[src/logic/fdl_pkg.sv]
package fdl_pkg;
    // Clocking
    localparam int CLK_HZ = 250_000_000;
    localparam int OSC_HZ = 10_000_000;
    localparam int OSC_DIV = CLK_HZ / OSC_HZ;
    // Table word rate in centihertz (156.25 kHz)
    localparam int WORD_HZ_X100 = 15_625_000;
    localparam int WORD_DIV = int'((64'(CLK_HZ) * 100) / WORD_HZ_X100);
    localparam int WINDOW_WORDS = 375;
    // Debounce delay, least time, rounded up
    localparam int DEBOUNCE_US = 10_000;
    localparam int DEBOUNCE_CYC =
        int'((64'(CLK_HZ) * DEBOUNCE_US + 999_999) / 1_000_000);
    // Serial clock half period, least time, rounded up
    localparam int SCK_HALF_NS = 64;
    localparam int SCK_HALF_CALC =
        int'((64'(SCK_HALF_NS) * CLK_HZ + 999_999_999) / 1_000_000_000);
    localparam int SCK_HALF = (SCK_HALF_CALC < 1) ? 1 : SCK_HALF_CALC;
    localparam logic SPI_CPOL = 1'b0;
    // Page read frame
    localparam logic [7:0] READ_OPCODE = 8'hd2;
    localparam logic [7:0] DUMMY_BYTE = 8'h00;
    localparam logic [7:0] PAGE_OFFSET = 8'h00;
    localparam logic [7:0] MOSI_IDLE_BYTE = 8'hff;
    localparam int ADDR_BYTES = 3;
    localparam int DUMMY_BYTES = 4;
    localparam int TX_BYTES = 1 + ADDR_BYTES + DUMMY_BYTES;
    localparam int RX_BYTES = 3;
    localparam int FRAME_BYTES = TX_BYTES + RX_BYTES;
    localparam int FRAMES = 2;
    // Target register layout
    localparam logic [15:0] REG_MSB_ADDR = 16'h012f;
    localparam logic [15:0] REG_LSB_ADDR = 16'h0130;
    localparam logic [15:0] RESET_RELOAD = 16'h2710;
    localparam int FIFO_DEPTH = 4;
    localparam int FIFO_WIDTH = 8;

    typedef enum logic [1:0] {
        ST_IDLE  = 2'h0,
        ST_BIT   = 2'h1,
        ST_PAUSE = 2'h2,
        ST_GAP   = 2'h3
    } fdl_spi_state_t;
endpackage

[src/logic/fdl_fifo.sv]
`timescale 1ns/1ns
module fdl_fifo #(
    parameter int WIDTH = 8,
    parameter int DEPTH = 4
) (
    input  logic             clk_i,
    input  logic             nrst_i,
    input  logic             in_valid_i,
    output logic             in_ready_o,
    input  logic [WIDTH-1:0] in_data_i,
    output logic             out_valid_o,
    input  logic             out_ready_i,
    output logic [WIDTH-1:0] out_data_o
);
    localparam int AW = (DEPTH > 1) ? $clog2(DEPTH) : 1;
    localparam int CW = $clog2(DEPTH + 1);

    logic [WIDTH-1:0] mem_q [DEPTH];
    logic [AW-1:0]    wr_q;
    logic [AW-1:0]    rd_q;
    logic [CW-1:0]    cnt_q;
    logic             push;
    logic             pop;

    assign in_ready_o  = (cnt_q != CW'(DEPTH));
    assign out_valid_o = (cnt_q != '0);
    assign push        = in_valid_i & in_ready_o;
    assign pop         = out_valid_o & out_ready_i;
    assign out_data_o  = mem_q[rd_q];

    always_ff @(posedge clk_i) begin
        if (push) begin
            mem_q[wr_q] <= in_data_i;
        end
    end

    // Wrap by compare so a non power of two depth works
    always_ff @(posedge clk_i or negedge nrst_i) begin
        if (!nrst_i) begin
            wr_q  <= '0;
            rd_q  <= '0;
            cnt_q <= '0;
        end else begin
            if (push) begin
                wr_q <= (wr_q == AW'(DEPTH - 1)) ? '0 : wr_q + 1'b1;
            end
            if (pop) begin
                rd_q <= (rd_q == AW'(DEPTH - 1)) ? '0 : rd_q + 1'b1;
            end
            if (push && !pop) begin
                cnt_q <= cnt_q + 1'b1;
            end else if (pop && !push) begin
                cnt_q <= cnt_q - 1'b1;
            end
        end
    end
endmodule

[src/logic/fdl_loader.sv]
// Overview of operation
// - Mode 0: clock idles low, sample on rise, shift on fall.
// - Mode 3: clock idles high, sample on rise, shift on fall.
// - After reset the divider reload is 10000, giving 1 kHz.
// - First press loads 5000 from flash, output becomes 2 kHz.
// - Second press loads 2500 from the next pages, output 4 kHz.
// - Loader is SPI master driving select, clock and data out.
// - Word counter only times the window; serializer shifts out the page read frames.
// - Rising start fires a one-shot lasting exactly 375 table words.
// - Word counter advances at 156.25 kHz; window is period times count.
// - Serializer clock runs only while the one-shot is high.
// - Button passes a delay debounce before starting a reload.
// - Toggle flop flips per press and picks one of two page ranges.
// - Reads use mode 0, select and data idle high, one-clock byte pause.
// - Page read: opcode d2, three address bytes, four dummy bytes.
// - Select stays low through the whole read; raising it ends it.
// - High byte at 12f and low byte at 130 come in separate frames.
`timescale 1ns/1ns
module fdl_loader #(
    parameter int   DEBOUNCE_CYCLES = fdl_pkg::DEBOUNCE_CYC,
    parameter logic CPOL            = fdl_pkg::SPI_CPOL,
    parameter int   WINDOW_WORDS    = fdl_pkg::WINDOW_WORDS
) (
    input  logic clk_i,
    input  logic nrst_i,
    input  logic button_i,
    input  logic spi_miso_i,
    output logic spi_cs_n_o,
    output logic spi_sck_o,
    output logic spi_mosi_o,
    output logic div_out_o,
    output logic busy_o,
    output logic range_o
);
    localparam int DBW = $clog2(DEBOUNCE_CYCLES + 1);
    localparam int WW  = $clog2(WINDOW_WORDS + 1);
    localparam int HALF = fdl_pkg::SCK_HALF;
    localparam int WIN_CYCLES = fdl_pkg::WORD_DIV * WINDOW_WORDS;
    localparam int FB_BITS = fdl_pkg::FRAME_BYTES * 8;

    // Pin synchronisers
    logic [1:0] btn_sync_q;
    logic [1:0] miso_sync_q;
    always_ff @(posedge clk_i or negedge nrst_i) begin
        if (!nrst_i) begin
            btn_sync_q  <= 2'h0;
            miso_sync_q <= 2'h3;
        end else begin
            btn_sync_q  <= {btn_sync_q[0], button_i};
            miso_sync_q <= {miso_sync_q[0], spi_miso_i};
        end
    end

    // Debounce: level must hold for the full delay
    logic           btn_stable_q;
    logic           btn_prev_q;
    logic [DBW-1:0] deb_cnt_q;
    logic           window_q;
    logic           press_ok;
    always_ff @(posedge clk_i or negedge nrst_i) begin
        if (!nrst_i) begin
            btn_stable_q <= 1'b0;
            btn_prev_q   <= 1'b0;
            deb_cnt_q    <= '0;
        end else begin
            btn_prev_q <= btn_stable_q;
            if (btn_sync_q[1] == btn_stable_q) begin
                deb_cnt_q <= '0;
            end else if (deb_cnt_q == DBW'(DEBOUNCE_CYCLES - 1)) begin
                btn_stable_q <= btn_sync_q[1];
                deb_cnt_q    <= '0;
            end else begin
                deb_cnt_q <= deb_cnt_q + 1'b1;
            end
        end
    end
    // Presses during a running window are dropped to keep pages paired
    assign press_ok = btn_stable_q & ~btn_prev_q & ~window_q;

    // Range toggle and page pair for this sequence
    logic range_q;
    logic page_sel_q;
    always_ff @(posedge clk_i or negedge nrst_i) begin
        if (!nrst_i) begin
            range_q    <= 1'b0;
            page_sel_q <= 1'b0;
        end else if (press_ok) begin
            page_sel_q <= range_q;
            range_q    <= ~range_q;
        end
    end

    // One-shot window timed by the table word counter
    logic [$clog2(fdl_pkg::WORD_DIV)-1:0] wdiv_q;
    logic [WW-1:0]                        word_cnt_q;
    always_ff @(posedge clk_i or negedge nrst_i) begin
        if (!nrst_i) begin
            window_q   <= 1'b0;
            wdiv_q     <= '0;
            word_cnt_q <= '0;
        end else if (press_ok) begin
            window_q   <= 1'b1;
            wdiv_q     <= '0;
            word_cnt_q <= '0;
        end else if (window_q) begin
            if (wdiv_q == ($bits(wdiv_q))'(fdl_pkg::WORD_DIV - 1)) begin
                wdiv_q     <= '0;
                word_cnt_q <= word_cnt_q + 1'b1;
                if (word_cnt_q == WW'(WINDOW_WORDS - 1)) begin
                    window_q <= 1'b0;
                end
            end else begin
                wdiv_q <= wdiv_q + 1'b1;
            end
        end
    end

    // Serializer state machine
    fdl_pkg::fdl_spi_state_t state_q;
    logic [7:0]  cnt_q;
    logic        phase_q;
    logic [2:0]  bit_q;
    logic [3:0]  byte_q;
    logic [1:0]  frame_q;
    logic [7:0]  rx_q;
    logic [7:0]  tx_cur;
    logic [11:0] page;
    logic        is_rx;
    logic        per_end;
    logic        push_valid;
    logic        fifo_in_ready;

    assign page    = {10'h000, page_sel_q, frame_q[0]};
    assign is_rx   = (byte_q >= 4'(fdl_pkg::TX_BYTES));
    assign per_end = (cnt_q == 8'(2 * HALF - 1));
    assign push_valid = window_q && (state_q == fdl_pkg::ST_PAUSE)
                        && per_end && is_rx;

    // Outgoing byte for the current position of the frame
    always_comb begin
        tx_cur = fdl_pkg::DUMMY_BYTE;
        if (byte_q == 4'h0) begin
            tx_cur = fdl_pkg::READ_OPCODE;
        end else if (byte_q == 4'h1) begin
            tx_cur = {4'h0, page[11:8]};
        end else if (byte_q == 4'h2) begin
            tx_cur = page[7:0];
        end else if (byte_q == 4'h3) begin
            tx_cur = fdl_pkg::PAGE_OFFSET;
        end else if (is_rx) begin
            tx_cur = fdl_pkg::MOSI_IDLE_BYTE;
        end
    end

    always_ff @(posedge clk_i or negedge nrst_i) begin
        if (!nrst_i) begin
            state_q <= fdl_pkg::ST_IDLE;
            cnt_q   <= '0;
            phase_q <= 1'b0;
            bit_q   <= 3'h7;
            byte_q  <= '0;
            frame_q <= '0;
            rx_q    <= '0;
        end else if (!window_q) begin
            state_q <= fdl_pkg::ST_IDLE;
            cnt_q   <= '0;
            if (press_ok) begin
                frame_q <= '0;
            end
        end else begin
            unique case (state_q)
                fdl_pkg::ST_IDLE: begin
                    if (frame_q < 2'(fdl_pkg::FRAMES)) begin
                        state_q <= fdl_pkg::ST_BIT;
                        cnt_q   <= '0;
                        phase_q <= 1'b0;
                        bit_q   <= 3'h7;
                        byte_q  <= '0;
                    end
                end
                fdl_pkg::ST_BIT: begin
                    if (cnt_q == 8'(HALF - 1)) begin
                        cnt_q   <= '0;
                        phase_q <= ~phase_q;
                        if (phase_q) begin
                            rx_q <= {rx_q[6:0], miso_sync_q[1]};
                            if (bit_q == 3'h0) begin
                                state_q <= fdl_pkg::ST_PAUSE;
                            end else begin
                                bit_q <= bit_q - 1'b1;
                            end
                        end
                    end else begin
                        cnt_q <= cnt_q + 1'b1;
                    end
                end
                fdl_pkg::ST_PAUSE: begin
                    // A full fifo stretches the pause
                    if (per_end && !(is_rx && !fifo_in_ready)) begin
                        cnt_q <= '0;
                        bit_q <= 3'h7;
                        if (byte_q == 4'(fdl_pkg::FRAME_BYTES - 1)) begin
                            state_q <= fdl_pkg::ST_GAP;
                        end else begin
                            state_q <= fdl_pkg::ST_BIT;
                            byte_q  <= byte_q + 1'b1;
                        end
                    end else if (!per_end) begin
                        cnt_q <= cnt_q + 1'b1;
                    end
                end
                fdl_pkg::ST_GAP: begin
                    if (per_end) begin
                        cnt_q   <= '0;
                        frame_q <= frame_q + 1'b1;
                        state_q <= fdl_pkg::ST_IDLE;
                    end else begin
                        cnt_q <= cnt_q + 1'b1;
                    end
                end
            endcase
        end
    end

    // Link pins, one cycle behind the state they reflect
    logic cs_n_q;
    logic sck_q;
    logic mosi_q;
    logic in_frame;
    assign in_frame = window_q && (state_q == fdl_pkg::ST_BIT
                                   || state_q == fdl_pkg::ST_PAUSE);
    always_ff @(posedge clk_i or negedge nrst_i) begin
        if (!nrst_i) begin
            cs_n_q <= 1'b1;
            sck_q  <= CPOL;
            mosi_q <= 1'b1;
        end else begin
            cs_n_q <= ~in_frame;
            // Low half first in both modes; only the idle level differs
            sck_q  <= (in_frame && state_q == fdl_pkg::ST_BIT)
                      ? phase_q : CPOL;
            mosi_q <= (in_frame && state_q == fdl_pkg::ST_BIT)
                      ? tx_cur[bit_q] : 1'b1;
        end
    end
    assign spi_cs_n_o = cs_n_q;
    assign spi_sck_o  = sck_q;
    assign spi_mosi_o = mosi_q;

    // Oscillator tick paces the register side and drains the fifo
    logic [$clog2(fdl_pkg::OSC_DIV)-1:0] osc_q;
    logic                                osc_tick;
    assign osc_tick = (osc_q == ($bits(osc_q))'(fdl_pkg::OSC_DIV - 1));
    always_ff @(posedge clk_i or negedge nrst_i) begin
        if (!nrst_i) begin
            osc_q <= '0;
        end else begin
            osc_q <= osc_tick ? '0 : osc_q + 1'b1;
        end
    end

    logic       fifo_out_valid;
    logic [7:0] fifo_out_data;
    logic       pop;
    assign pop = fifo_out_valid & osc_tick;

    fdl_fifo #(
        .WIDTH (fdl_pkg::FIFO_WIDTH),
        .DEPTH (fdl_pkg::FIFO_DEPTH)
    ) u_fifo (
        .clk_i       (clk_i),
        .nrst_i      (nrst_i),
        .in_valid_i  (push_valid),
        .in_ready_o  (fifo_in_ready),
        .in_data_i   (rx_q),
        .out_valid_o (fifo_out_valid),
        .out_ready_i (osc_tick),
        .out_data_o  (fifo_out_data)
    );

    // Byte stream: address high, address low, data
    logic [1:0]  pos_q;
    logic [15:0] addr_q;
    logic [7:0]  msb_q;
    logic [15:0] pend_q;
    logic        pend_set;
    assign pend_set = pop && (pos_q == 2'h2)
                      && (addr_q == fdl_pkg::REG_LSB_ADDR);
    always_ff @(posedge clk_i or negedge nrst_i) begin
        if (!nrst_i) begin
            pos_q  <= '0;
            addr_q <= '0;
            msb_q  <= fdl_pkg::RESET_RELOAD[15:8];
            pend_q <= fdl_pkg::RESET_RELOAD;
        end else if (press_ok) begin
            pos_q <= '0;
        end else if (pop) begin
            unique case (pos_q)
                2'h0: addr_q[15:8] <= fifo_out_data;
                2'h1: addr_q[7:0]  <= fifo_out_data;
                default: begin
                    if (addr_q == fdl_pkg::REG_MSB_ADDR) begin
                        msb_q <= fifo_out_data;
                    end
                    if (pend_set) begin
                        pend_q <= {msb_q, fifo_out_data};
                    end
                end
            endcase
            pos_q <= (pos_q == 2'h2) ? 2'h0 : pos_q + 1'b1;
        end
    end

    // Output divider; a new value takes effect at the next period
    logic [15:0] reload_q;
    logic [15:0] div_cnt_q;
    logic        pend_v_q;
    logic        div_q;
    logic        loaded_q;
    logic        wrap;
    assign wrap = osc_tick && (div_cnt_q >= reload_q - 16'h0001);
    always_ff @(posedge clk_i or negedge nrst_i) begin
        if (!nrst_i) begin
            pend_v_q <= 1'b0;
        end else if (pend_set) begin
            pend_v_q <= 1'b1;
        end else if (wrap) begin
            pend_v_q <= 1'b0;
        end
    end
    always_ff @(posedge clk_i or negedge nrst_i) begin
        if (!nrst_i) begin
            reload_q  <= fdl_pkg::RESET_RELOAD;
            div_cnt_q <= '0;
            div_q     <= 1'b1;
            loaded_q  <= 1'b0;
        end else if (osc_tick) begin
            if (wrap) begin
                div_cnt_q <= '0;
                div_q     <= 1'b1;
                if (pend_v_q) begin
                    reload_q <= pend_q;
                    loaded_q <= 1'b1;
                end
            end else begin
                div_cnt_q <= div_cnt_q + 1'b1;
                div_q <= (div_cnt_q + 16'h0001) < {1'b0, reload_q[15:1]};
            end
        end
    end
    assign div_out_o = div_q;

    always_ff @(posedge clk_i or negedge nrst_i) begin
        if (!nrst_i) begin
            busy_o  <= 1'b0;
            range_o <= 1'b0;
        end else begin
            busy_o  <= window_q;
            range_o <= range_q;
        end
    end

    // Checks
    logic [$clog2(WIN_CYCLES + 1)-1:0] win_len_q;
    logic [7:0]                        rises_q;
    always_ff @(posedge clk_i or negedge nrst_i) begin
        if (!nrst_i) begin
            win_len_q <= '0;
            rises_q   <= '0;
        end else begin
            win_len_q <= press_ok ? '0 : win_len_q + (window_q ? 1'b1 : 1'b0);
            if (cs_n_q) begin
                rises_q <= '0;
            end else if (!sck_q && (in_frame && state_q == fdl_pkg::ST_BIT
                                    && phase_q)) begin
                rises_q <= rises_q + 1'b1;
            end
        end
    end
endmodule

[config.mk]
export PLATFORM = sky130hd
export DESIGN_NAME = fdl_loader
export DESIGN_NICKNAME = d
export VERILOG_FILES = /design/src/logic/fdl_pkg.sv /design/src/logic/fdl_fifo.sv /design/src/logic/fdl_loader.sv
export SDC_FILE = /design/constraint.sdc
export NUM_CORES = 1
export LEC_CHECK = 0
export ABC_AREA = 1
export CAP_MARGIN = 20
export CORE_MARGIN = 2
export CORE_UTILIZATION = 50
export DETAILED_ROUTE_END_ITERATION = 10
export DONT_BUFFER_PORTS = 1
export GPL_TIMING_DRIVEN = 1
export PLACE_DENSITY = 0.63
export REMOVE_ABC_BUFFERS = 1
export SLEW_MARGIN = 30
export SYNTH_ARGS = -nofsm -noshare
export SYNTH_HDL_FRONTEND = slang
export SYNTH_SLANG_ARGS = --single-unit
[constraint.sdc]
create_clock -name clk_i -period 3.41 [get_ports clk_i]
set_input_delay 0.1705 -clock clk_i [delete_from_list [all_inputs] [get_ports clk_i]]
set_output_delay 0.1705 -clock clk_i [all_outputs]
set_load 0.03 [all_outputs]
---- After elaboration in Yosys (flattened, before gate mapping) ----
Memory sizes are Yosys's and may differ from the RTL's.
Index checks and enable logic that the tools add are counted.
W data, S select, Z words.
cells by class
  equal/unequal tests ..................... 36
  reductions and logical operators ........ 45
  magnitude comparators ................... 5
  add/sub/neg operators ................... 15
  muxes and demuxes ....................... 68
  bitwise operators ....................... 12
operators with widths
  operator                 count
  $mux W8                  11
  $mux W22                 2
  $mux W2                  17
  $mux W11                 3
  $eq A16 B9 Y1 const B    2
  $pmux W8 S4              1
  $mux W9                  3
  $add A22 B1 Y22 const B  1
  $eq A22 B22 Y1 const B   1
  $mux W3                  7
  $ne A3 B3 Y1 const B     7
  $add A16 B1 Y16 const B  1
  $ge A16 B16 Y1           1
  $lt A16 B15 Y1           1
  $mux W16                 1
  $reduce_and A4 Y1        4
  $sub A16 B1 Y16 const B  1
  $mux W1                  14
  $reduce_bool A2 Y1       7
  $logic_and A1 B1 Y1      12
  $mux W4                  3
  $ne A2 B2 Y1 const B     6
  $reduce_and A3 Y1        4
  $add A11 B1 Y11 const B  1
  other kinds (42)         70
word-level totals
  memories kept ........................... 1
  output and inout port bits .............. 6
  logic and storage cells ................. 217
  flip-flop bits (word level) ............. 172
  RAM bits ................................ 32
memory list
  name          depth  bits a word  rd ports  clocked after memory_dff  wr ports  line            text
  u_fifo.mem_q  4      8            1         0                         1         fdl_fifo.sv:18  logic [WIDTH-1:0] mem_q [DEPTH];

---- Logic depth before layout (Yosys ltp) ----
Gate-level depths: netlist of the first run.
  depth after elaboration ................. 9
  mapped depth ............................ 19
  mapped depth without buffers ............ 19

---- Hierarchy ----
From an unflattened synthesis of the first run, not the netlist that was laid out.
second synthesis, totals
  cell total of the unflattened synthesis .. 1,216
  area, all modules ....................... 10,552.6 sq um
modules (own cells, without submodules)
  module      area an instance (sq um)  cells an instance  times used
  fdl_loader  8,790.9                   1,064              1
  fdl_fifo    1,761.7                   152                1

---- Worst setup path after synthesis of the first run ----
OpenSTA, ideal clock, no wires.
  path kind ............................... register -> register
  start ................................... register reload_q[2]
  end ..................................... register reload_q[11]
  arrival ................................. 2.650 ns
  period minus slack after synthesis ...... 2.767 ns
  required time ........................... 3.293 ns
  buffers on the path ..................... 1
  stages on the path, launching flop included .. 20
  setup slack ............................. 0.643 ns
  setup time .............................. 0.117 ns
  cell sequence ........................... dfrtp_1 -> inv_2 -> nand2_1 -> nor2_1 -> nand3_1 -> nor2_1 -> nand2_1 -> nor2_2 -> nand2_1 -> xor2_1 -> inv_1 -> ha_1 -> nand2_1 -> nor3_1 -> nand3_1 -> nand3_2 -> nand3_2 -> buf_4 -> nand2_1 -> nand2_1
on the way
  word-level cells in the longest chain between the ends .. 4
RTL lines
  what                                line               text
  from (decl)                         fdl_loader.sv:315  logic [15:0] reload_q;
  from (signal assigned)              fdl_loader.sv:333  reload_q <= fdl_pkg::RESET_RELOAD;
  from (signal assigned)              fdl_loader.sv:342  reload_q <= pend_q;
  $sub A16 B1 Y16                     fdl_loader.sv:321  assign wrap = osc_tick && (div_cnt_q >= reload_q - 16'h0001);
  $ge A16 B16 Y1                      fdl_loader.sv:321
  $logic_and A1 B1 Y1                 fdl_loader.sv:321
  $reduce_and A3 Y1 (no source line)  -
Every way passes these cells.
A chain may end at the register's enable or synchronous reset.

---- Worst setup path after layout of the first run ----
  start ................................... register reload_q[2]
  end ..................................... register pend_v_q
on the way
  word-level cells in the longest chain between the ends .. 4
RTL lines
  what                                 line               text
  $sub A16 B1 Y16                      fdl_loader.sv:321
  $ge A16 B16 Y1                       fdl_loader.sv:321
  $logic_and A1 B1 Y1                  fdl_loader.sv:321
  $reduce_bool A2 Y1 (no source line)  -
  to (signal assigned)                 fdl_loader.sv:324  pend_v_q <= 1'b0;
  to (signal assigned)                 fdl_loader.sv:326  pend_v_q <= 1'b1;
  to (signal assigned)                 fdl_loader.sv:328  pend_v_q <= 1'b0;
  to (decl)                            fdl_loader.sv:317  logic pend_v_q;
Every way passes these cells.

==> impl_results.md, run 1 <==
- Status: finished, violations left
- Failing checks: negative hold slack
- Postcts setup bufs: 0
- Max_cap viols: 0
- Total detailed-routing wirelength: between 15 and 20 mm
- Reg area: 5293 µm²
- Post-DP HPWL: 13.63 mm
- CP max FO: 17
- Starting Density: 50.48%
- Maximum vdd drop: ~0.48 mV
- Antenna Cells: 0
- Cell count after placement: 1445
- CTS Buffer Depth: 3
- Avg Cell Area, Syn: approximately 8.9 µm²
- Placed inst area: 10810 µm²
- DRT Pass-1 Iters: 4
- Pre-CTS setup slack: ~0.27 ns
- Post-synthesis sequential area ratio: between 50 and 60%
- RSZ-0062 raised after global routing: true
- Die Ht: 149.2 µm
- Num CTS Buffers: 23
- Comb pwr share: 0.3%
- Gr busiest metal: met2
- Final setup viols: 0
- Final Max Slew Viols: 0
- Clock transition at path regs: 0.06 ns
- Via-per-instance ratio: slightly above 5
- Antenna violations before repair: 0
- Worst slew margin: 47.19%
- Ys flop type: dfrtp_1
- Core area: 20890 µm²
- Vias: 7533
- Synth Register Bits: 204
- PnR Total Power: 5.012 mW
- Fill cells: about 1900
- Setup TNS: 0 ns
- Share of synthesized registers carrying an async set or reset: 84.31%
- Total net switching power: between 1 and 1.5 mW
- First-pass GRT wire length: ~34 mm
- Non-Filler Instances: approximately 1500
- Maximum level of the CTS H-tree: 1
- Sequential fraction of design power: 49.4%
- Critical Path End Type: flip-flop
- I/O Buffers: 0
- Root buffer cell: clkbuf_16
- Sw frac: between 20 and 25%
- GRT overflow: 0
- Power density over cell area: 430.8 nW/µm²
- Syn. warnings: 0
- Largest net degree at the start of global routing: 173
- Power share of the clock group: 50.3%
- Setup CP Type: flip-flop to flip-flop
- GP Congestion: ~0.82
- Hold crit path type: input pin to asynchronous set/reset pin
- DRC violations left: 0
- Post-CTS Hold Buffers: 2
- Clk sink count: 204
- Met2 usage: 31.15%
- TritonCTS clock tree: done
- P_int: 4.002 mW
- Area of the multi-input gates: between 4000 and 5000 µm²
- Hold Slack: -0.6483 ns
- Synthesized instance count: 1187
- Leak: 5.501 nW
- Max Freq: 329.3 MHz
- Row count: 53
- CP Data Required Time: 3.81 ns
- All-layer global routing usage: 18.63%
- Vias in the first global route: 7186
- Detailed-route wire length per cell: around 13 µm
- Setup slack after layout: 0.3737 ns
- Io pins: 10
- Post-synth EDFFs: 32
- Met3 Track Usage GR: 2.569%
- Final period util: ~90%
- Chip width: 149.2 µm
- DRT iter0 DRCs: 303
- Antenna viol nets, final: 0
- Layout Utilization: 55.69%
- Share of cells above drive strength 1: under 10%
- Clk_skew: 0.01006 ns
- Arrival time at the worst endpoint: 3.44 ns
- Worst Max-Slew Pin Slew: a little under 0.8 ns
- Fin. Hold Viols: 172
- Die area: approximately 22000 µm²
- Post-route cell area: 11630 µm²
- Worst-Skew Late Latency: 0.51 ns
- GRT met1 Usage: between 20% and 30%
- Tmin final: 3.036 ns
- Area growth syn-to-layout: 10.32%
- CP Launch Type: flip-flop
- Post-synth cell types: 50
- Nets: about 1300
- Cell area after synthesis: 10550 µm²
critical path, stage by stage, from the launching register on:
cell and delay, ns:
dfrtp_1 0.41, inv_2 0.09, nand2_1 0.05, nor2_1 0.15, nand3_1 0.14, nor2_1 0.17, nand2_1 0.12, nor2_2 0.15
nand2_1 0.09, xor2_1 0.15, inv_1 0.06, ha_1 0.29, nand2_1 0.08, nor3_1 0.24, nand3_1 0.14, nand3_2 0.18
buf_4 0.24, nand2_1 0.07, nand2_1 0.06, nand2_1 0.06
registers in the layout, indices dropped and copies added, names as in the netlist, 4 cells and up:
name and cells:
u_fifo.mem_q 32, deb_cnt_q 22, addr_q 16, div_cnt_q 16, pend_q 16, reload_q 16
wdiv_q 11, word_cnt_q 9, cnt_q 8, msb_q 8, rx_q 8, osc_q 5
byte_q 4
cell usage after synthesis, drive strengths merged (7+ instances only):
cell type	count	area, µm²
nor2	100	425.4
nor4	12	105.1
xnor2	7	61.31
clkbuf	8	30.03
nand2	275	1047
o22ai	8	50.05
nand3	45	255.3
dfrtp	150	3754
edfxtp	32	960.9
a21oi	54	270.3
ha	55	688.2
dfstp	22	578.1
a32oi	8	70.07
nand4	33	227.7
buf	16	100.1
a31oi	7	43.79
nor3	24	142.6
xor2	38	332.8
inv	163	611.8
o21ai	101	550.5
cell usage in the layout, fill, tap and decap left out, drive strengths merged, types with 8 or more instances in the layout:
cell type,netlist,layout
edfxtp,32,32
o22ai,8,8
nor4,12,12
a32oi,8,8
clkinv,3,11
clkbuf,8,28
xor2,38,38
nor3,24,24
nand2,275,275
ha,55,55
inv,163,165
a21oi,54,54
nor2,100,100
nand4,33,33
dfstp,22,22
dfrtp,150,150
o21ai,101,101
nand3,45,45
metal layers:
metal | vias to the layer above | share of wire, %
li1 | 3943 | -
met2 | 61 | 46
met1 | 3504 | 49
met3 | 25 | 2.3
met5 | - | 0
met4 | 0 | 2.0
final timing paths:
check	from	endpoint	slack, ns	cells past startpoint
worst max-delay path	reload_q[2]$_DFFE_PN0P_	pend_v_q$_DFFE_PN0P_	0.37	19
worst min-delay path	nrst_i	div_cnt_q[0]$_DFFE_PN0N_	-0.65	0
worst max register to register	reload_q[2]$_DFFE_PN0P_	pend_v_q$_DFFE_PN0P_	0.37	19
worst min register to register	btn_sync_q[0]$_DFF_PN0_	btn_sync_q[1]$_DFF_PN0_	0.35	0
max in group asynchronous	nrst_i	msb_q[1]$_DFFE_PN1P_	3.64	0
min in group clk_i	spi_miso_i	miso_sync_q[0]$_DFF_PN1_	0.20	1
power groups by stage:
stage	Combinational, mW	Clock (mW)	Sequential (mW)
6_report	0.0129	2.52	2.48
5_1_grt	0.0152	2.70	2.48
4_1_cts	0.0130	2.59	2.48
3_5_place_dp	0.0112	0	2.52
3_3_place_gp	0.0112	0	2.52
2_1_floorplan	0.00871	0	2.52
kinds of logic (layout without fill, tap and decap cells):
family / count (synthesis) / in the layout / synth area share, %
simple gates: 497 / 497 / 21.43
xor+xnor: 45 / 45 / 3.738
compound gates: 195 / 195 / 10.79
buf+inv: 190 / 217 / 7.143
flops: 204 / 204 / 50.19
fa+ha+maj: 56 / 56 / 6.716
layout make-up:
cell class                      count  area share, %
Tap cell                          275          2.958
Inverter                          166          5.356
Clock buffer                       28          5.281
Timing Repair Buffer                9         0.6238
Clock inverter                     14          1.430
Sequential cell                   204          45.49
Multi-Input combinational cell    793          38.86
repair_timing:
| action | in CTS | in global routing |
|---|---|---|
| hold endpoints to repair | 174 | 172 |
| endpoints found under the setup margin | 0 | 23 |
| resized for setup | 0 | 4 |
Power figures use the tool's default switching activity.
==> run 2, diff against run 1 <==
Settings changed: CAP_MARGIN 20 to not set, CORE_MARGIN 2 to 4.
==> impl_results.md, run 2 (same netlist as run 1, synthesis figures left out) <==
- Flop2flop setup slack: 0.39 ns (+0.02 ns)
- Layout Utilization: 56.34% (+0.65 points)
- GP Congestion: 0.8327 (+1.1%)
- CTS Buffer Depth: 3 (unchanged)
- Share of cells above drive strength 1: 9.136% (-0.42 points)
- Pre-CTS setup slack: 0.2873 ns (+0.01299 ns)
- Maximum level of the CTS H-tree: 1 (unchanged)
- Tmin final: 3.019 ns (-0.01770 ns)
- Cell count after placement: 1441 (-0.28%)
- Starting Density: 51.45% (+0.97 points)
- All-layer global routing usage: 17.32% (-1.3 points)
- Hold Slack: -0.6465 ns (+0.001793 ns)
- DRT iter0 DRCs: 294 (-3.0%)
- Failing checks: negative hold slack
- Most common cell after layout, fill and taps aside: nand2_1
- Critical Path End Type: flip-flop
- Root buffer cell: clkbuf_16
- Max Freq: 331.3 MHz (+0.59%)
- DRC violations left: 0 (unchanged)
- Core area: 20490 µm² (-1.9%)
- Max reg flops: 32 (unchanged)
- Non-Filler Instances: 1485 (-0.27%)
- RSZ-0062 raised after global routing: false
- Post-CTS Hold Buffers: 2 (unchanged)
- Nets: 1258 (+0.080%)
- Top flop regs: u_fifo.mem_q (32), deb_cnt_q (22)
- Maximum vdd drop: 0.4936 mV (+2.0%)
- Most frequent cells in the layout: nand2_1 (269), inv_1 (159), dfrtp_1 (150)
- Largest net degree at the start of global routing: 173 (unchanged)
- Setup slack after layout: 0.3914 ns (+0.01770 ns)
- Row count: 52 (-1.9%)
- Final setup viols: 0 (unchanged)
- Clk_skew: 0.01021 ns (+0.0001556 ns)
- Area growth syn-to-layout: 9.504%
- Worst Max-Slew Pin Slew: 0.7986 ns (+0.009328 ns)
- Clock transition at path regs: 0.06 ns (about the same)
- Crit-path cells: inv_2, nand2_1, nor2_1, nand3_1, nor2_1, nand2_1, nor2_2, nand2_1, xor2_1, inv_1, ha_1, nand2_1, nor3_1, nand3_1, nand3_2, buf_4, nand2_1, nand2_1, nand2_1
- Max_cap viols: 0 (unchanged)
- Crit path buf inv count: 3 (unchanged)
- Worst path slowest cell: dfrtp_1
- Vias in the first global route: 7320 (+1.9%)
- CP max FO: 17 (unchanged)
- Status: finished, violations left
- Fin. Hold Viols: 172 (unchanged)
- Reg2Reg Depth: 19 (unchanged)
- Antenna Cells: 0 (unchanged)
- Final Max Slew Viols: 0 (unchanged)
- Fill cells: 1879 (-2.0%)
- Total detailed-routing wirelength: 19.96 mm (+0.70%)
- Final period util: 88.52% (-0.52 points)
- Critical path's largest stage delay: 0.41 ns (about the same)
- Num CTS Buffers: 23 (unchanged)
- TritonCTS clock tree: done
- Leak: 5.460 nW (-0.74%)
- Antenna violations before repair: 0 (unchanged)
- R2R Path End: pend_v_q$_DFFE_PN0P_
- I/O Buffers: 0 (unchanged)
- Post-DP HPWL: 13.78 mm (+1.0%)
- Setup TNS: 0 ns (unchanged)
- Chip width: 153.2 µm (+2.7%)
- Die area: 23480 µm² (+5.4%)
- Via-per-instance ratio: 5.125 (+1.3%)
- Critical R2R Launch: reload_q[2]$_DFFE_PN0P_
- Vias: 7611 (+1.0%)
- CP Launch Type: flip-flop
- Arrival time at the worst endpoint: 3.42 ns (-0.02 ns)
- Hold crit path type: input pin to asynchronous set/reset pin
- Most used cell, CP: nand2_1
- Setup CP Type: flip-flop to flip-flop
- GRT overflow: 0 (unchanged)
- Most flops, register: u_fifo.mem_q
- First-pass GRT wire length: 35.09 mm (+1.9%)
- Worst slew margin: 46.36% (-0.83 points)
- Io pins: 10 (unchanged)
- Power density over cell area: 416.0 nW/µm² (-3.4%)
- Antenna viol nets, final: 0 (unchanged)
- CP Data Required Time: 3.81 ns (about the same)
- Die Ht: 153.2 µm (+2.7%)
- CP top delay family: simple AND/OR/NAND/NOR gates
- Worst-Skew Late Latency: 0.52 ns (about the same)
- Clk sink count: 204 (unchanged)
- DRT Pass-1 Iters: 4 (unchanged)
- Detailed-route wire length per cell: 13.44 µm (+0.97%)
[run 2: changes by cell type in the layout (fill, tap and decap cells not counted), sizes merged]
| cell | previous run | this run |
|---|---|---|
| inv | 165 | 164 |
| bufinv | 3 | 1 |
| buf | 7 | 8 |
| clkbuf | 28 | 31 |
[run 2: area by class of cell]
cell class              instances  area [µm²]  area share, %
well taps                     270       337.8          2.926
inverters                     166       623.1          5.396
clock buffers                  31       605.6          5.244
multi-input cells             793        4516          39.11
flip-flops and latches        204        5293          45.83
repair buffers                 10       80.08         0.6935
clock inverters                11       92.59         0.8018
[run 2: layer usage]
metal / track usage, % / vias up / share of wire [%]
li1: - / 3939 / -
met1: 24.72 / 3577 / 49
met2: 28.12 / 69 / 46
met3: 2.347 / 26 / 2.3
met4: 4.497 / 0 / 2.4
met5: 0 / - / 0
[run 2: metrics by stage]
stage / instance area (µm²) / total power, mW
2_1_floorplan: 10420 / 2.530
3_3_place_gp: 10810 / 2.533
3_5_place_dp: 10810 / 2.533
4_1_cts: 11530 / 4.865
5_1_grt: 11550 / 4.975
6_report: 11550 / 4.803
[run 2: power by group]
group	internal (mW)	total, mW	leakage (nW)	switching, mW
registers	2.47	2.48	2.52	0.00299
clock network	1.33	2.31	0.339	0.983
logic	0.00499	0.0131	2.60	0.00811
total	3.81	4.80	5.46	0.994
[run 2: how the worst max path moves through the flow]
| stage | from | endpoint | depth (start not counted) |
|---|---|---|---|
| detailed placement | reload_q[0]$_DFFE_PN0P_ | div_cnt_q[5]$_DFFE_PN0N_ | 15 |
| CTS | reload_q[0]$_DFFE_PN0P_ | reload_q[11]$_DFFE_PN0P_ | 15 |
| finish | reload_q[2]$_DFFE_PN0P_ | pend_v_q$_DFFE_PN0P_ | 19 |
| global placement | reload_q[0]$_DFFE_PN0P_ | reload_q[0]$_DFFE_PN0P_ | 15 |
| floorplan | reload_q[2]$_DFFE_PN0P_ | reload_q[0]$_DFFE_PN0P_ | 18 |
| global route | reload_q[2]$_DFFE_PN0P_ | div_cnt_q[5]$_DFFE_PN0N_ | 17 |
[run 2: timing repair]
action | 4_1_cts | 5_1_grt
endpoints found under the setup margin | 0 | 23
resized for setup | 0 | 3
setup buffers | 0 | 0
endpoints found under the hold margin | 174 | 172
==> run 3, diff against run 2 <==
--- a/config.mk
+++ b/config.mk
@@ -7,4 +7,5 @@
 export LEC_CHECK = 0
 export ABC_AREA = 1
+export CAP_MARGIN = 20
 export CORE_MARGIN = 4
 export CORE_UTILIZATION = 50
==> constraint.sdc (replaced) <==
create_clock -name clk_i -period 3.41 [get_ports clk_i]
set_input_delay 1.023 -clock clk_i [delete_from_list [all_inputs] [get_ports clk_i]]
set_output_delay 1.023 -clock clk_i [all_outputs]
set_load 0.03 [all_outputs]
==> impl_results.md, run 3 (same netlist as run 1, synthesis figures left out) <==
- Status: complete, no violations
- Clk_skew: 0.01006 ns (-0.0001547 ns)
- Antenna violations before repair: 0 (unchanged)
- Post-route cell area: 11530 µm² (-0.17%)
- Maximum vdd drop: 0.4936 mV (about the same)
- CP Launch Type: flip-flop
- Worst-Skew Late Latency: 0.52 ns (about the same)
- CP Data Required Time: 3.81 ns (about the same)
- Top flop regs: u_fifo.mem_q (32), deb_cnt_q (22)
- Most used cell, CP: nand2_1
- CP max FO: 17 (unchanged)
- Clock transition at path regs: 0.06 ns (about the same)
- Placed inst area: 10810 µm² (unchanged)
- GRT overflow: 0 (unchanged)
- Max Freq: 331.3 MHz (about the same)
- Share of cells above drive strength 1: 9.151% (+0.015 points)
- Area of the multi-input gates: 4516 µm² (unchanged)
- Max_cap viols: 0 (unchanged)
- Clk sink count: 204 (unchanged)
- First-pass GRT wire length: 35.03 mm (-0.16%)
- DRT iter0 DRCs: 308 (+4.8%)
- Setup CP Type: flip-flop to flip-flop
- Largest net degree at the start of global routing: 173 (unchanged)
- Final period util: 88.51% (about the same)
- Antenna Cells: 0 (unchanged)
- TritonCTS clock tree: done
- Hold crit path type: input pin to asynchronous set/reset pin
- Core area: 20490 µm² (unchanged)
- Final setup viols: 0 (unchanged)
- GP Congestion: 0.8327 (unchanged)
- Critical Path End Type: flip-flop
- Nets: 1256 (-0.16%)
- Most flops, register: u_fifo.mem_q
- Post-DP HPWL: 13.78 mm (unchanged)
- Total detailed-routing wirelength: 19.97 mm (about the same)
- CP top delay family: simple AND/OR/NAND/NOR gates
- Io pins: 10 (unchanged)
- Crit-path cells: inv_2, nand2_1, nor2_1, nand3_1, nor2_1, nand2_1, nor2_2, nand2_1, xor2_1, inv_1, ha_1, nand2_1, nor3_1, nand3_1, nand3_2, buf_4, nand2_1, nand2_1, nand2_1
- Root buffer cell: clkbuf_16
- Worst Max-Slew Pin Slew: 0.8015 ns (+0.002850 ns)
- Detailed-route wire length per cell: 13.47 µm (+0.21%)
- Maximum level of the CTS H-tree: 1 (unchanged)
- Postcts setup bufs: 0 (unchanged)
- Max reg flops: 32 (unchanged)
- Leak: 5.452 nW (-0.15%)
- Fin. Hold Viols: 0 (-100%)
- Vias in the first global route: 7311 (-0.12%)
- Layout Utilization: 56.25% (-0.098 points)
- DRC violations left: 0 (unchanged)
- Die area: 23480 µm² (unchanged)
- Final Max Slew Viols: 0 (unchanged)
- Via-per-instance ratio: 5.128 (about the same)
- Most common cell after layout, fill and taps aside: nand2_1
- Area growth syn-to-layout: 9.314%
- RSZ-0062 raised after global routing: false
- Power density over cell area: 416.5 nW/µm² (+0.13%)
- Cell count after placement: 1441 (unchanged)
- Setup TNS: 0 ns (unchanged)
- Antenna viol nets, final: 0 (unchanged)
- Non-Filler Instances: 1483 (-0.13%)
- All-layer global routing usage: 17.29% (-0.024 points)
- Num CTS Buffers: 23 (unchanged)
- Crit path buf inv count: 3 (unchanged)
- Critical path's largest stage delay: 0.41 ns (about the same)
- I/O Buffers: 0 (unchanged)
- Starting Density: 51.45% (unchanged)
- Worst slew margin: 46.17% (-0.19 points)
- Reg area: 5293 µm² (unchanged)
- Post-CTS Hold Buffers: 0 (-2)
- Tmin final: 3.018 ns (-0.0003450 ns)
- Chip width: 153.2 µm (unchanged)
- Fill cells: 1880 (+0.053%)
- Row count: 52 (unchanged)
- CTS Buffer Depth: 3 (unchanged)
- Worst path slowest cell: dfrtp_1
- Arrival time at the worst endpoint: 3.42 ns (about the same)
- DRT Pass-1 Iters: 5 (+1)
- Die Ht: 153.2 µm (unchanged)
- Most frequent cells in the layout: nand2_1 (269), inv_1 (159), dfrtp_1 (150)
- Vias: 7605 (-0.079%)
[run 3: cell count changes in the layout (fill, tap and decap cells not counted)]
cell | before | now
dlygate4sd3_1 | 2 | 0
[run 3: final cells by class]
cell class                 count  share of cell area, %
clock buffer                  31                  5.253
timing repair buffer           8                 0.5210
inverter                     166                  5.405
multi-input combinational    793                  39.17
sequential                   204                  45.91
clock inverter                11                 0.8032
tap                          270                  2.931
[run 3: worst register-to-register path, stage by stage, from the launching register on]
cell and delay (ns):
dfrtp_1 0.41, inv_2 0.08, nand2_1 0.05, nor2_1 0.17, nand3_1 0.14, nor2_1 0.18, nand2_1 0.12, nor2_2 0.16
nand2_1 0.08, xor2_1 0.13, inv_1 0.05, ha_1 0.28, nand2_1 0.08, nor3_1 0.24, nand3_1 0.15, nand3_2 0.16
buf_4 0.23, nand2_1 0.07, nand2_1 0.06, nand2_1 0.06
[run 3: final timing paths]
kind / end / cells after the start / slack (ns) / startpoint
worst max register to register: pend_v_q$_DFFE_PN0P_ / 19 / 0.39 / reload_q[2]$_DFFE_PN0P_
max in group asynchronous: pend_q[8]$_DFFE_PN1P_ / 0 / 2.85 / nrst_i
worst max-delay path: pend_v_q$_DFFE_PN0P_ / 19 / 0.39 / reload_q[2]$_DFFE_PN0P_
worst min-delay path: div_cnt_q[0]$_DFFE_PN0N_ / 0 / 0.21 / nrst_i
min in group clk_i: btn_sync_q[1]$_DFF_PN0_ / 0 / 0.35 / btn_sync_q[0]$_DFF_PN0_
worst min register to register: btn_sync_q[1]$_DFF_PN0_ / 0 / 0.35 / btn_sync_q[0]$_DFF_PN0_
[run 3: routing by layer]
metal	GRT usage, %	vias up	share of wire (%)
li1	-	3935	-
met1	24.69	3566	49
met2	28.07	76	46
met3	2.347	28	2.5
met4	4.497	0	2.5
met5	0	-	0
[run 3: metrics by stage]
| step | hold WS (ns) | setup WS [ns] | power [mW] |
|---|---|---|---|
| final | 0.2068 | 0.3917 | 4.801 |
| after global routing | 0.1817 | 0.008693 | 4.973 |
| after CTS | 0.1861 | 0.2794 | 4.864 |
| after detailed placement | 0.3379 | 0.2873 | 2.533 |
| after global placement | 0.3319 | 0.4079 | 2.533 |
| after floorplan | 0.3312 | 0.5775 | 2.530 |
[run 3: power breakdown]
part	total [mW]	switching, mW	internal, mW	leakage [nW]
clock network	2.31	0.982	1.33	0.339
logic	0.0113	0.00782	0.00348	2.59
registers	2.48	0.00299	2.47	2.52
[run 3: timing repair]
item,in CTS,in global routing
setup endpoints to repair,0,23
endpoints found under the hold margin,0,0
gates resized for setup,0,3
